`src/logic/uei_pkg.sv`:
```
//------------------------------------------------------------------------------
// What this block does
//------------------------------------------------------------------------------
// What this block does
// - Host detach interrupt forwarded only when enabled.
// - Error flags reach interrupt only with summary enable.
// - Sticky error flags, zero at reset, write-one clears.
// - Status and enable bits 31 to 8 read zero.
// - Bit stuffing violation sets status bit 7.
// - Invalid descriptor or buffer address sets bit 6.
// - Memory overrun, underrun or truncation sets bit 5.
// - Over 16 idle bit times sets bit 4.
// - Non-byte data field length sets bit 3.
// - Data CRC16 failure sets status bit 2.
// - Device mode token CRC5 failure sets bit 1.
// - Host mode frame end overrun sets bit 1.
// - Packet identifier check failure sets bit 0.
// - Enable bits 7 to 0, reset zero, gate flags.
// - Enable bit 1 follows mode meaning of bit 1.
// - Summary flag set when any unmasked error exists.
// - Host mode detach detection raises detach flag.
package uei_pkg;

  // ---------------------------------------------------------------------------
  // Register map
  // ---------------------------------------------------------------------------
  localparam logic [7:0]  ERR_FLAGS_OFS     = 8'h00;
  localparam logic [7:0]  ERR_MASK_OFS      = 8'h04;
  localparam logic [7:0]  MAIN_IRQ_EN_OFS   = 8'h08;
  localparam logic [7:0]  MAIN_IRQ_STAT_OFS = 8'h0C;
  localparam logic [7:0]  MODE_CTRL_OFS     = 8'h10;

  localparam logic [7:0]  ERR_FLAGS_RESET   = 8'h00;
  localparam logic [7:0]  ERR_MASK_RESET    = 8'h00;
  localparam logic [1:0]  MAIN_IRQ_RESET    = 2'h0;

  // ---------------------------------------------------------------------------
  // Field positions
  // ---------------------------------------------------------------------------
  localparam int STUFF_BIT       = 7;
  localparam int BMX_BIT         = 6;
  localparam int MEM_BIT         = 5;
  localparam int TURNAROUND_BIT  = 4;
  localparam int FIELD_SIZE_BIT  = 3;
  localparam int DATA_CRC_BIT    = 2;
  localparam int TOKEN_FRAME_BIT = 1;
  localparam int PID_BIT         = 0;
  localparam int DETACH_BIT      = 0;
  localparam int SUMMARY_BIT     = 1;
  localparam int HOST_MODE_BIT   = 3;
  localparam int ERR_WIDTH       = 8;

  // ---------------------------------------------------------------------------
  // Timing
  // ---------------------------------------------------------------------------
  localparam int          TURNAROUND_BIT_TIMES = 16;
  localparam logic [4:0]  TURNAROUND_LIMIT     = 5'(TURNAROUND_BIT_TIMES);

  // ---------------------------------------------------------------------------
  // Types
  // ---------------------------------------------------------------------------
  typedef enum logic [0:0] {
    TA_IDLE = 1'b0,
    TA_WAIT = 1'b1
  } uei_ta_state_type;

  typedef struct packed {
    logic stuff_err;
    logic bmx_addr_err;
    logic mem_access_err;
    logic field_size_err;
    logic data_crc_fail;
    logic token_crc_fail;
    logic sof_count_zero;
    logic link_busy;
    logic pid_fail;
  } uei_evt_type;

  typedef struct packed {
    logic eop_done;
    logic bit_tick;
    logic response_start;
  } uei_turn_type;

endpackage : uei_pkg

```
`src/logic/uei_top.sv`:
```
// Decided for this implementation: the address map and the address-and-strobe port.
`timescale 1ns/100ps
module uei_top (
  input  wire logic                  clock,
  input  wire logic                  reset_n,
  input  wire logic [7:0]            reg_addr,
  input  wire logic [31:0]           reg_wdata,
  input  wire logic                  reg_write,
  input  wire logic                  reg_read,
  output logic [31:0]                reg_rdata,
  input  wire uei_pkg::uei_evt_type  evt,
  input  wire uei_pkg::uei_turn_type turn,
  input  wire logic                  peer_detach_evt,
  output logic                       usb_module_irq_line,
  output logic                       error_summary_flag,
  output logic                       host_mode
);

  // ---------------------------------------------------------------------------
  // Decode
  // ---------------------------------------------------------------------------
  function automatic logic hit(input logic [7:0] a, input logic [7:0] ofs);
    hit = (a == ofs);
  endfunction : hit

  logic                          wr_flags;
  logic                          wr_mask;
  logic                          wr_main_en;
  logic                          wr_main_stat;
  logic                          wr_mode;
  logic [uei_pkg::ERR_WIDTH-1:0] err_flags_q;
  logic [uei_pkg::ERR_WIDTH-1:0] err_set;
  logic [uei_pkg::ERR_WIDTH-1:0] err_mask_q;
  logic [1:0]                    main_en_q;
  logic                          peer_disconnect_flag_q;
  logic                          host_mode_q;
  logic                          summary_d;
  logic                          summary_q;
  logic                          irq_q;
  logic [31:0]                   rdata_q;
  uei_pkg::uei_ta_state_type     ta_state_q;
  logic [4:0]                    ta_count_q;
  logic                          ta_timeout;

  assign wr_flags     = reg_write && hit(reg_addr, uei_pkg::ERR_FLAGS_OFS);
  assign wr_mask      = reg_write && hit(reg_addr, uei_pkg::ERR_MASK_OFS);
  assign wr_main_en   = reg_write && hit(reg_addr, uei_pkg::MAIN_IRQ_EN_OFS);
  assign wr_main_stat = reg_write && hit(reg_addr, uei_pkg::MAIN_IRQ_STAT_OFS);
  assign wr_mode      = reg_write && hit(reg_addr, uei_pkg::MODE_CTRL_OFS);

  // ---------------------------------------------------------------------------
  // Bus turnaround timer
  // ---------------------------------------------------------------------------
  // Counts bit times after an end of packet while a reply is awaited. A new
  // end of packet restarts the count so back-to-back packets are measured
  // from the latest one.
  always_ff @(posedge clock) begin
    if (!reset_n) begin
      ta_state_q <= uei_pkg::TA_IDLE;
      ta_count_q <= 5'h00;
    end else begin
      case (ta_state_q)
        uei_pkg::TA_IDLE: begin
          if (turn.eop_done) begin
            ta_state_q <= uei_pkg::TA_WAIT;
            ta_count_q <= 5'h00;
          end
        end
        uei_pkg::TA_WAIT: begin
          if (turn.eop_done) begin
            ta_count_q <= 5'h00;
          end else if (turn.response_start || ta_timeout) begin
            ta_state_q <= uei_pkg::TA_IDLE;
          end else if (turn.bit_tick) begin
            ta_count_q <= ta_count_q + 5'h01;
          end
        end
        default: begin
          ta_state_q <= uei_pkg::TA_IDLE;
          ta_count_q <= 5'h00;
        end
      endcase
    end
  end

  // More than the limit means the tick that lifts the count past it.
  assign ta_timeout = (ta_state_q == uei_pkg::TA_WAIT) && !turn.eop_done && !turn.response_start
                      && turn.bit_tick && (ta_count_q == uei_pkg::TURNAROUND_LIMIT);

  // ---------------------------------------------------------------------------
  // Error set sources
  // ---------------------------------------------------------------------------
  always_comb begin
    err_set                            = '0;
    err_set[uei_pkg::STUFF_BIT]        = evt.stuff_err;
    err_set[uei_pkg::BMX_BIT]          = evt.bmx_addr_err;
    err_set[uei_pkg::MEM_BIT]          = evt.mem_access_err;
    err_set[uei_pkg::TURNAROUND_BIT]   = ta_timeout;
    err_set[uei_pkg::FIELD_SIZE_BIT]   = evt.field_size_err;
    err_set[uei_pkg::DATA_CRC_BIT]     = evt.data_crc_fail;
    // Bit 1 changes meaning with the mode.
    err_set[uei_pkg::TOKEN_FRAME_BIT]  = host_mode_q ? (evt.sof_count_zero && evt.link_busy)
                                                     : evt.token_crc_fail;
    err_set[uei_pkg::PID_BIT]          = evt.pid_fail;
  end

  // ---------------------------------------------------------------------------
  // Sticky error flags
  // ---------------------------------------------------------------------------
  // A set in the same cycle as a clear wins, so no event is lost.
  genvar gi;
  generate
    for (gi = 0; gi < uei_pkg::ERR_WIDTH; gi++) begin : g_flag
      always_ff @(posedge clock) begin
        if (!reset_n) begin
          err_flags_q[gi] <= uei_pkg::ERR_FLAGS_RESET[gi];
        end else if (err_set[gi]) begin
          err_flags_q[gi] <= 1'b1;
        end else if (wr_flags && reg_wdata[gi]) begin
          err_flags_q[gi] <= 1'b0;
        end
      end
    end
  endgenerate

  // ---------------------------------------------------------------------------
  // Enables and mode
  // ---------------------------------------------------------------------------
  always_ff @(posedge clock) begin
    if (!reset_n) begin
      err_mask_q <= uei_pkg::ERR_MASK_RESET;
    end else if (wr_mask) begin
      err_mask_q <= reg_wdata[uei_pkg::ERR_WIDTH-1:0];
    end
  end

  always_ff @(posedge clock) begin
    if (!reset_n) begin
      main_en_q <= uei_pkg::MAIN_IRQ_RESET;
    end else if (wr_main_en) begin
      main_en_q <= reg_wdata[1:0];
    end
  end

  always_ff @(posedge clock) begin
    if (!reset_n) begin
      host_mode_q <= 1'b0;
    end else if (wr_mode) begin
      host_mode_q <= reg_wdata[uei_pkg::HOST_MODE_BIT];
    end
  end

  // ---------------------------------------------------------------------------
  // Detach flag
  // ---------------------------------------------------------------------------
  always_ff @(posedge clock) begin
    if (!reset_n) begin
      peer_disconnect_flag_q <= 1'b0;
    end else if (host_mode_q && peer_detach_evt) begin
      peer_disconnect_flag_q <= 1'b1;
    end else if (wr_main_stat && reg_wdata[uei_pkg::DETACH_BIT]) begin
      peer_disconnect_flag_q <= 1'b0;
    end
  end

  // ---------------------------------------------------------------------------
  // Summary and interrupt line
  // ---------------------------------------------------------------------------
  assign summary_d = |(err_flags_q & err_mask_q);

  always_ff @(posedge clock) begin
    if (!reset_n) begin
      summary_q <= 1'b0;
      irq_q     <= 1'b0;
    end else begin
      summary_q <= summary_d;
      irq_q     <= (summary_d && main_en_q[uei_pkg::SUMMARY_BIT])
                   || (host_mode_q && peer_disconnect_flag_q && main_en_q[uei_pkg::DETACH_BIT]);
    end
  end

  // ---------------------------------------------------------------------------
  // Read data
  // ---------------------------------------------------------------------------
  // Unmapped offsets and all unimplemented bits read as zero.
  always_ff @(posedge clock) begin
    if (!reset_n) begin
      rdata_q <= 32'h0000_0000;
    end else if (reg_read) begin
      case (reg_addr)
        uei_pkg::ERR_FLAGS_OFS:     rdata_q <= {24'h00_0000, err_flags_q};
        uei_pkg::ERR_MASK_OFS:      rdata_q <= {24'h00_0000, err_mask_q};
        uei_pkg::MAIN_IRQ_EN_OFS:   rdata_q <= {30'h0000_0000, main_en_q};
        uei_pkg::MAIN_IRQ_STAT_OFS: rdata_q <= {30'h0000_0000, summary_q, peer_disconnect_flag_q};
        uei_pkg::MODE_CTRL_OFS:     rdata_q <= {28'h000_0000, host_mode_q, 3'h0};
        default:                    rdata_q <= 32'h0000_0000;
      endcase
    end else begin
      rdata_q <= 32'h0000_0000;
    end
  end

  assign reg_rdata           = rdata_q;
  assign usb_module_irq_line = irq_q;
  assign error_summary_flag  = summary_q;
  assign host_mode           = host_mode_q;

endmodule : uei_top

```
`config.mk`:
```
export PLATFORM = sky130hd
export DESIGN_NAME = uei_top
export DESIGN_NICKNAME = d
export VERILOG_FILES = /design/src/logic/uei_pkg.sv /design/src/logic/uei_top.sv
export SDC_FILE = /design/constraint.sdc
export NUM_CORES = 1
export LEC_CHECK = 0
export ABC_AREA = 1
export BUFFER_PORTS_ARGS = -buffer_cell sky130_fd_sc_hd__buf_2
export CAP_MARGIN = 25
export CELL_PAD_IN_SITES_DETAIL_PLACEMENT = 1
export CELL_PAD_IN_SITES_GLOBAL_PLACEMENT = 1
export CORE_ASPECT_RATIO = 0.9
export CORE_MARGIN = 3
export CORE_UTILIZATION = 29
export DETAILED_ROUTE_END_ITERATION = 12
export PLACE_DENSITY_LB_ADDON = 0.1
export SETUP_SLACK_MARGIN = 0.02
export SLEW_MARGIN = 10
export SYNTH_ARGS = -nofsm -noshare
export SYNTH_HDL_FRONTEND = slang
export SYNTH_SLANG_ARGS = --single-unit
```
`constraint.sdc`:
```
create_clock -name clock -period 1.1 [get_ports clock]
set_input_delay 0.275 -clock clock [delete_from_list [all_inputs] [get_ports clock]]
set_output_delay 0.275 -clock clock [all_outputs]
set_load 0.01 [all_outputs]
```
* After elaboration in Yosys (flattened, before gate mapping)
Cells that the tools add are included.
** Word-level totals
- Register bits after elaboration :: 60
- Input port bits :: 57
- Word-level logic and storage cells :: 97
** Operators by class
- Add/sub/neg operators :: 1
- Eq/ne operators :: 8
- Mux-type cells :: 29
- Bitwise gates (word level) :: 2
- Reduce and logical (&&, ||, !) cells :: 40
** Operators with widths (count)
- one-hot mux 8 bit (5 select lines) :: 1
- logical AND 1 bit :: 23
- two-way mux 1 bit :: 22
- two-way mux 5 bit :: 4
- nonzero test 2 bit :: 9
- == test 8 x 4 -> 1 bit (second input constant) :: 2
- one-hot mux 5 bit (2 select lines) :: 1
- bitwise AND 8 bit :: 1
- == test 8 x 3 -> 1 bit (second input constant) :: 1
- == test 8 x 5 -> 1 bit (second input constant) :: 1
- zero test 8 bit :: 1
- OR reduction 8 bit :: 1
- inequality test 3 bit (second input constant) :: 2
- adder 5 x 1 -> 5 bit (second input constant) :: 1
- == test 5 bit (second input constant) :: 1
- AND reduction 3 bit :: 1
- zero test 1 bit :: 2
- logical OR 1 bit :: 2
- inequality test 2 bit (second input constant) :: 1
- one-hot mux 1 bit (2 select lines) :: 1
- AND reduction 2 bit :: 1
- inverter 1 bit :: 1

* Logic depth before layout (Yosys ltp)
- Word-level depth :: 9
- Mapped depth :: 10
- Gate-level depth less buffers :: 10

* Least setup slack after synthesis
OpenSTA, ideal clock, no wires.
- Path kind :: reg2reg
- Start point :: register ta_count_q[0]
- End point :: register ta_count_q[3]
- Library setup time :: 113 ps
- Arrival :: 1084 ps
- Data required time :: 987 ps
- Slack :: -97 ps
- Cell stages (with the launch flop) :: 11
- Buffers on the path :: 0
- Cells stage by stage :: dfxtp_1 inv_1 ha_1 nand2_1 nor2_1 nand2_2 nand3_2 nand2_2 nand2_1 nand2_1 nor2_1
** On the way
- Longest elaborated chain between the ends :: 5
- Elaborated cells on any way between the ends :: 10
** RTL lines
- start: declaration :: RTL line uei_top.sv:42 : logic [4:0] ta_count_q;
- start signal: assignment :: RTL line uei_top.sv:75 : ta_count_q <= ta_count_q + 5'h01;
- adder 5 x 1 -> 5 bit / == test 5 bit (equally long branches) :: RTL line uei_top.sv:75, uei_top.sv:88
- two-way mux 5 bit / logical AND 1 bit (equally long branches) :: RTL line uei_top.sv:74, uei_top.sv:88
- two-way mux 5 bit / logical OR 1 bit (equally long branches) :: RTL line uei_top.sv:72 : end else if (turn.response_start || ta_timeout) begin
- two-way mux 5 bit / inequality test 3 bit (equally long branches)
- one-hot mux 5 bit (2 select lines) / AND reduction 3 bit (equally long branches)
Parallel ways exist; a longest one is shown, timed or not. The select of a mux whose other input is x is not followed.
A chain may end at the register's enable or synchronous reset.

* Worst setup path after layout
- Start point :: register ta_count_q[1]
- End point :: register ta_count_q[3]
The elaborated chain is that of the path after synthesis.

==> out/results.txt <==
placement row count -> 27
pre-CTS WS -> -0.236 ns
M2 GR Usage -> 23.4%
Seq/Total Area, Yosys -> 36.3%
CTS tree -> yes
Leakage -> 0.00125 uW
Total Nets Final -> 411
clock latency on the worst-skew pair -> 0.29 ns
Max FO, Critical Path -> 6
worst setup path class -> reg2reg
Global Route Usage Sum -> 14.5%
worst clock skew -> 0.00302 ns
Antenna Cells -> 0
CTS Root Cell -> clkbuf_8
layout cells sized above 1 -> 38.8%
Post-Syn Area per Cell -> 7.24 sq um
Routed Antenna Nets -> 0
GRT busiest layer -> met2
Die Wd -> 93.2 um
DPL Wire Length -> 4160 um
Setup-failing EPs final -> 6
largest net degree at the start of global routing -> 22
largest cells by area after synthesis -> dfxtp_1 (36%), nand2_1 (10%), buf_4 (9.5%)
sw frac -> 27.1%
Initial DRT Pass Iterations -> 4
Worst-path clk slew -> 0.07 ns
initial DRC count -> 67
GRT Residual Overflow -> 0
critical path launch point type -> flip-flop
DP Cell Count -> 426
Die ar. -> 7870 sq um
starting density of the core -> 31.1%
number of CTS-inserted buffers -> 5
routability congestion estimate from global placement -> 0.720
via count -> 1950
Max rail drop VDD -> 0.479 mV
first-pass GRT wire length -> 9000 um
Yosys cell types -> 31
DRT Wirelength -> 5550 um
Layout area overhead -> 37.6%
most frequent cells in the layout -> nand2_1 (52), buf_2 (42), nor2_1 (32)
pins over their slew limit -> 0
Tmin final -> 1.21 ns
largest area contributor in the netlist -> dfxtp_1
clk sink count -> 36
post-cts hold buffer count -> 0
routed len/inst -> 12.6 um
pwr/cell area -> 995 nW/um^2
crit end category -> flip-flop
GR Util met3 -> 3.49%
vias per cell -> 4.43
final hold vios -> 0
commonest non-fill, non-tap cell in the layout -> nand2_1
Net Switching -> 735 uW
I/O Pins -> 92
sequential power share -> 49.5%
Syn Inst Count -> 274
Comb power frac -> 14.1%
internal power -> 1980 uW
Clock Path Buffers -> 2
Max Freq -> 0.826 GHz
htree depth -> 2
# Max-Cap Violations -> 0
fin cells -> 440
clock power share -> 36.4%
proportion of netlist area held by the largest area contributor -> 36.3%
netlist area before placement -> 1980 sq um
core box area -> 6380 sq um
post-route setup slack -> -0.111 ns
vias in the first global route -> 1884
initial antenna violation count -> 0
worst endpoint required time -> 1.29 ns
Post-route DRC -> 0
unrepaired setup endpoints after global routing -> true
status -> finished, violations left
#FFs+latches synth -> 36
final worst-path cycle share -> 110%
met1 Track Usage GR -> 19.5%
Die Y -> 84.5 um
crit path DAT -> 1.40 ns
HP Class -> in2reg
IO Port Bufs -> 43
Synth Warn # -> 0
failing checks -> setup timing
## final timing paths
kind | start | to | slack [ns] | cells after the start
max reg2reg | ta_count_q[1] | ta_count_q[3] | -0.11 | 9
min | evt[8] | err_flags_q[7] | 0.19 | 3
max | ta_count_q[1] | ta_count_q[3] | -0.11 | 9
min reg2reg | peer_disconnect_flag_q | peer_disconnect_flag_q | 0.49 | 2
## power by group through the flow
stage	registers [uW]	logic, uW	clock network, uW
final	1350	382	989
after detailed placement	1380	350	0
after CTS	1340	358	1030
after floorplan	1380	237	0
after global placement	1380	346	0
after global routing	1350	422	1080
## critical path, cell delays in order (launching register included)
cell,delay [ns]
dfxtp_4,0.37
inv_2,0.07
ha_4,0.12
nand2_2,0.04
nor2_2,0.08
nand2_2,0.08
nand3_4,0.12
nand2_4,0.08
nor2_1,0.10
nor2_1,0.05
## repair_timing
| action | in CTS | in global routing |
|---|---|---|
| pin swaps | 7 | 18 |
| gates resized for setup | 7 | 31 |
| buffers inserted | 3 | 2 |
| gates cloned | 0 | 1 |
| endpoints found under the setup margin | 8 | 25 |
| endpoints found under the hold margin | 0 | 0 |
## flip-flops by register name, summed over array words and instances (netlist names)
register	count
peer_disconnect_flag_q	1
ta_count_q	5
err_flags_q	8
main_en_q	2
reg_rdata	8
host_mode	1
err_mask_q	8
ta_state_q	1
usb_module_irq_line	1
error_summary_flag	1
## Yosys cell counts
library cell and number:
inv_2 2, clkinv_2 1, nand3_1 22, a22oi_1 1, xnor2_1 1, nand2_4 2
clkbuf_1 2, nand3_4 1, nand4_1 4, nand2_2 3, nor2_4 3, nor4_1 1
nor2_8 2, buf_4 25, inv_1 22, dfxtp_1 36, conb_1 1, nor2_1 37
ha_1 2, o21ai_1 1, nor3_2 2, a22o_1 4, nor2_2 1, buf_2 2
nor3_1 1, buf_6 1, nand3_2 3, o21ai_0 10, a21oi_1 24, nand3b_1 2
nand2_1 55
## logic make-up after synthesis
logic type / synth area share [%]
simple gates: 35.1
buf+inv: 15.7
compound gates: 11.0
flops: 36.3
fa+ha+maj: 1.26
xor+xnor: 0.442
other cells: 0.189
## through the flow
step / TNS, ns / instance area, sq um / utilization, % / power (uW) / hold slack, ns
final: -0.468 / 2730 / 42.7 / 2720 / 0.189
after global placement: -5.40 / 2460 / 38.5 / 1720 / 0.471
after CTS: -0.499 / 2590 / 40.6 / 2730 / 0.177
after floorplan: -0.478 / 2100 / - / 1610 / 0.392
after global routing: -1.02 / 2730 / 42.7 / 2860 / 0.189
after detailed placement: -6.08 / 2460 / 38.5 / 1730 / 0.481
## metal layers
| layer | vias up | part of all wire [%] |
|---|---|---|
| met4 | 0 | 0.68 |
| li1 | 992 | - |
| met2 | 44 | 46 |
| met1 | 910 | 49 |
| met3 | 4 | 4.2 |
| met5 | - | 0 |
## layout make-up
| class | instances | area [sq um] |
|---|---|---|
| Timing Repair Buffer | 77 | 518 |
| Clock buffer | 6 | 82.6 |
| Tap cell | 87 | 109 |
| Sequential cell | 36 | 733 |
| Clock inverter | 2 | 10.0 |
| Multi-Input combinational cell | 207 | 1170 |
| Fill cell | 829 | 3660 |
| Inverter | 25 | 101 |
No activity file was read; power rests on OpenSTA's default activity.
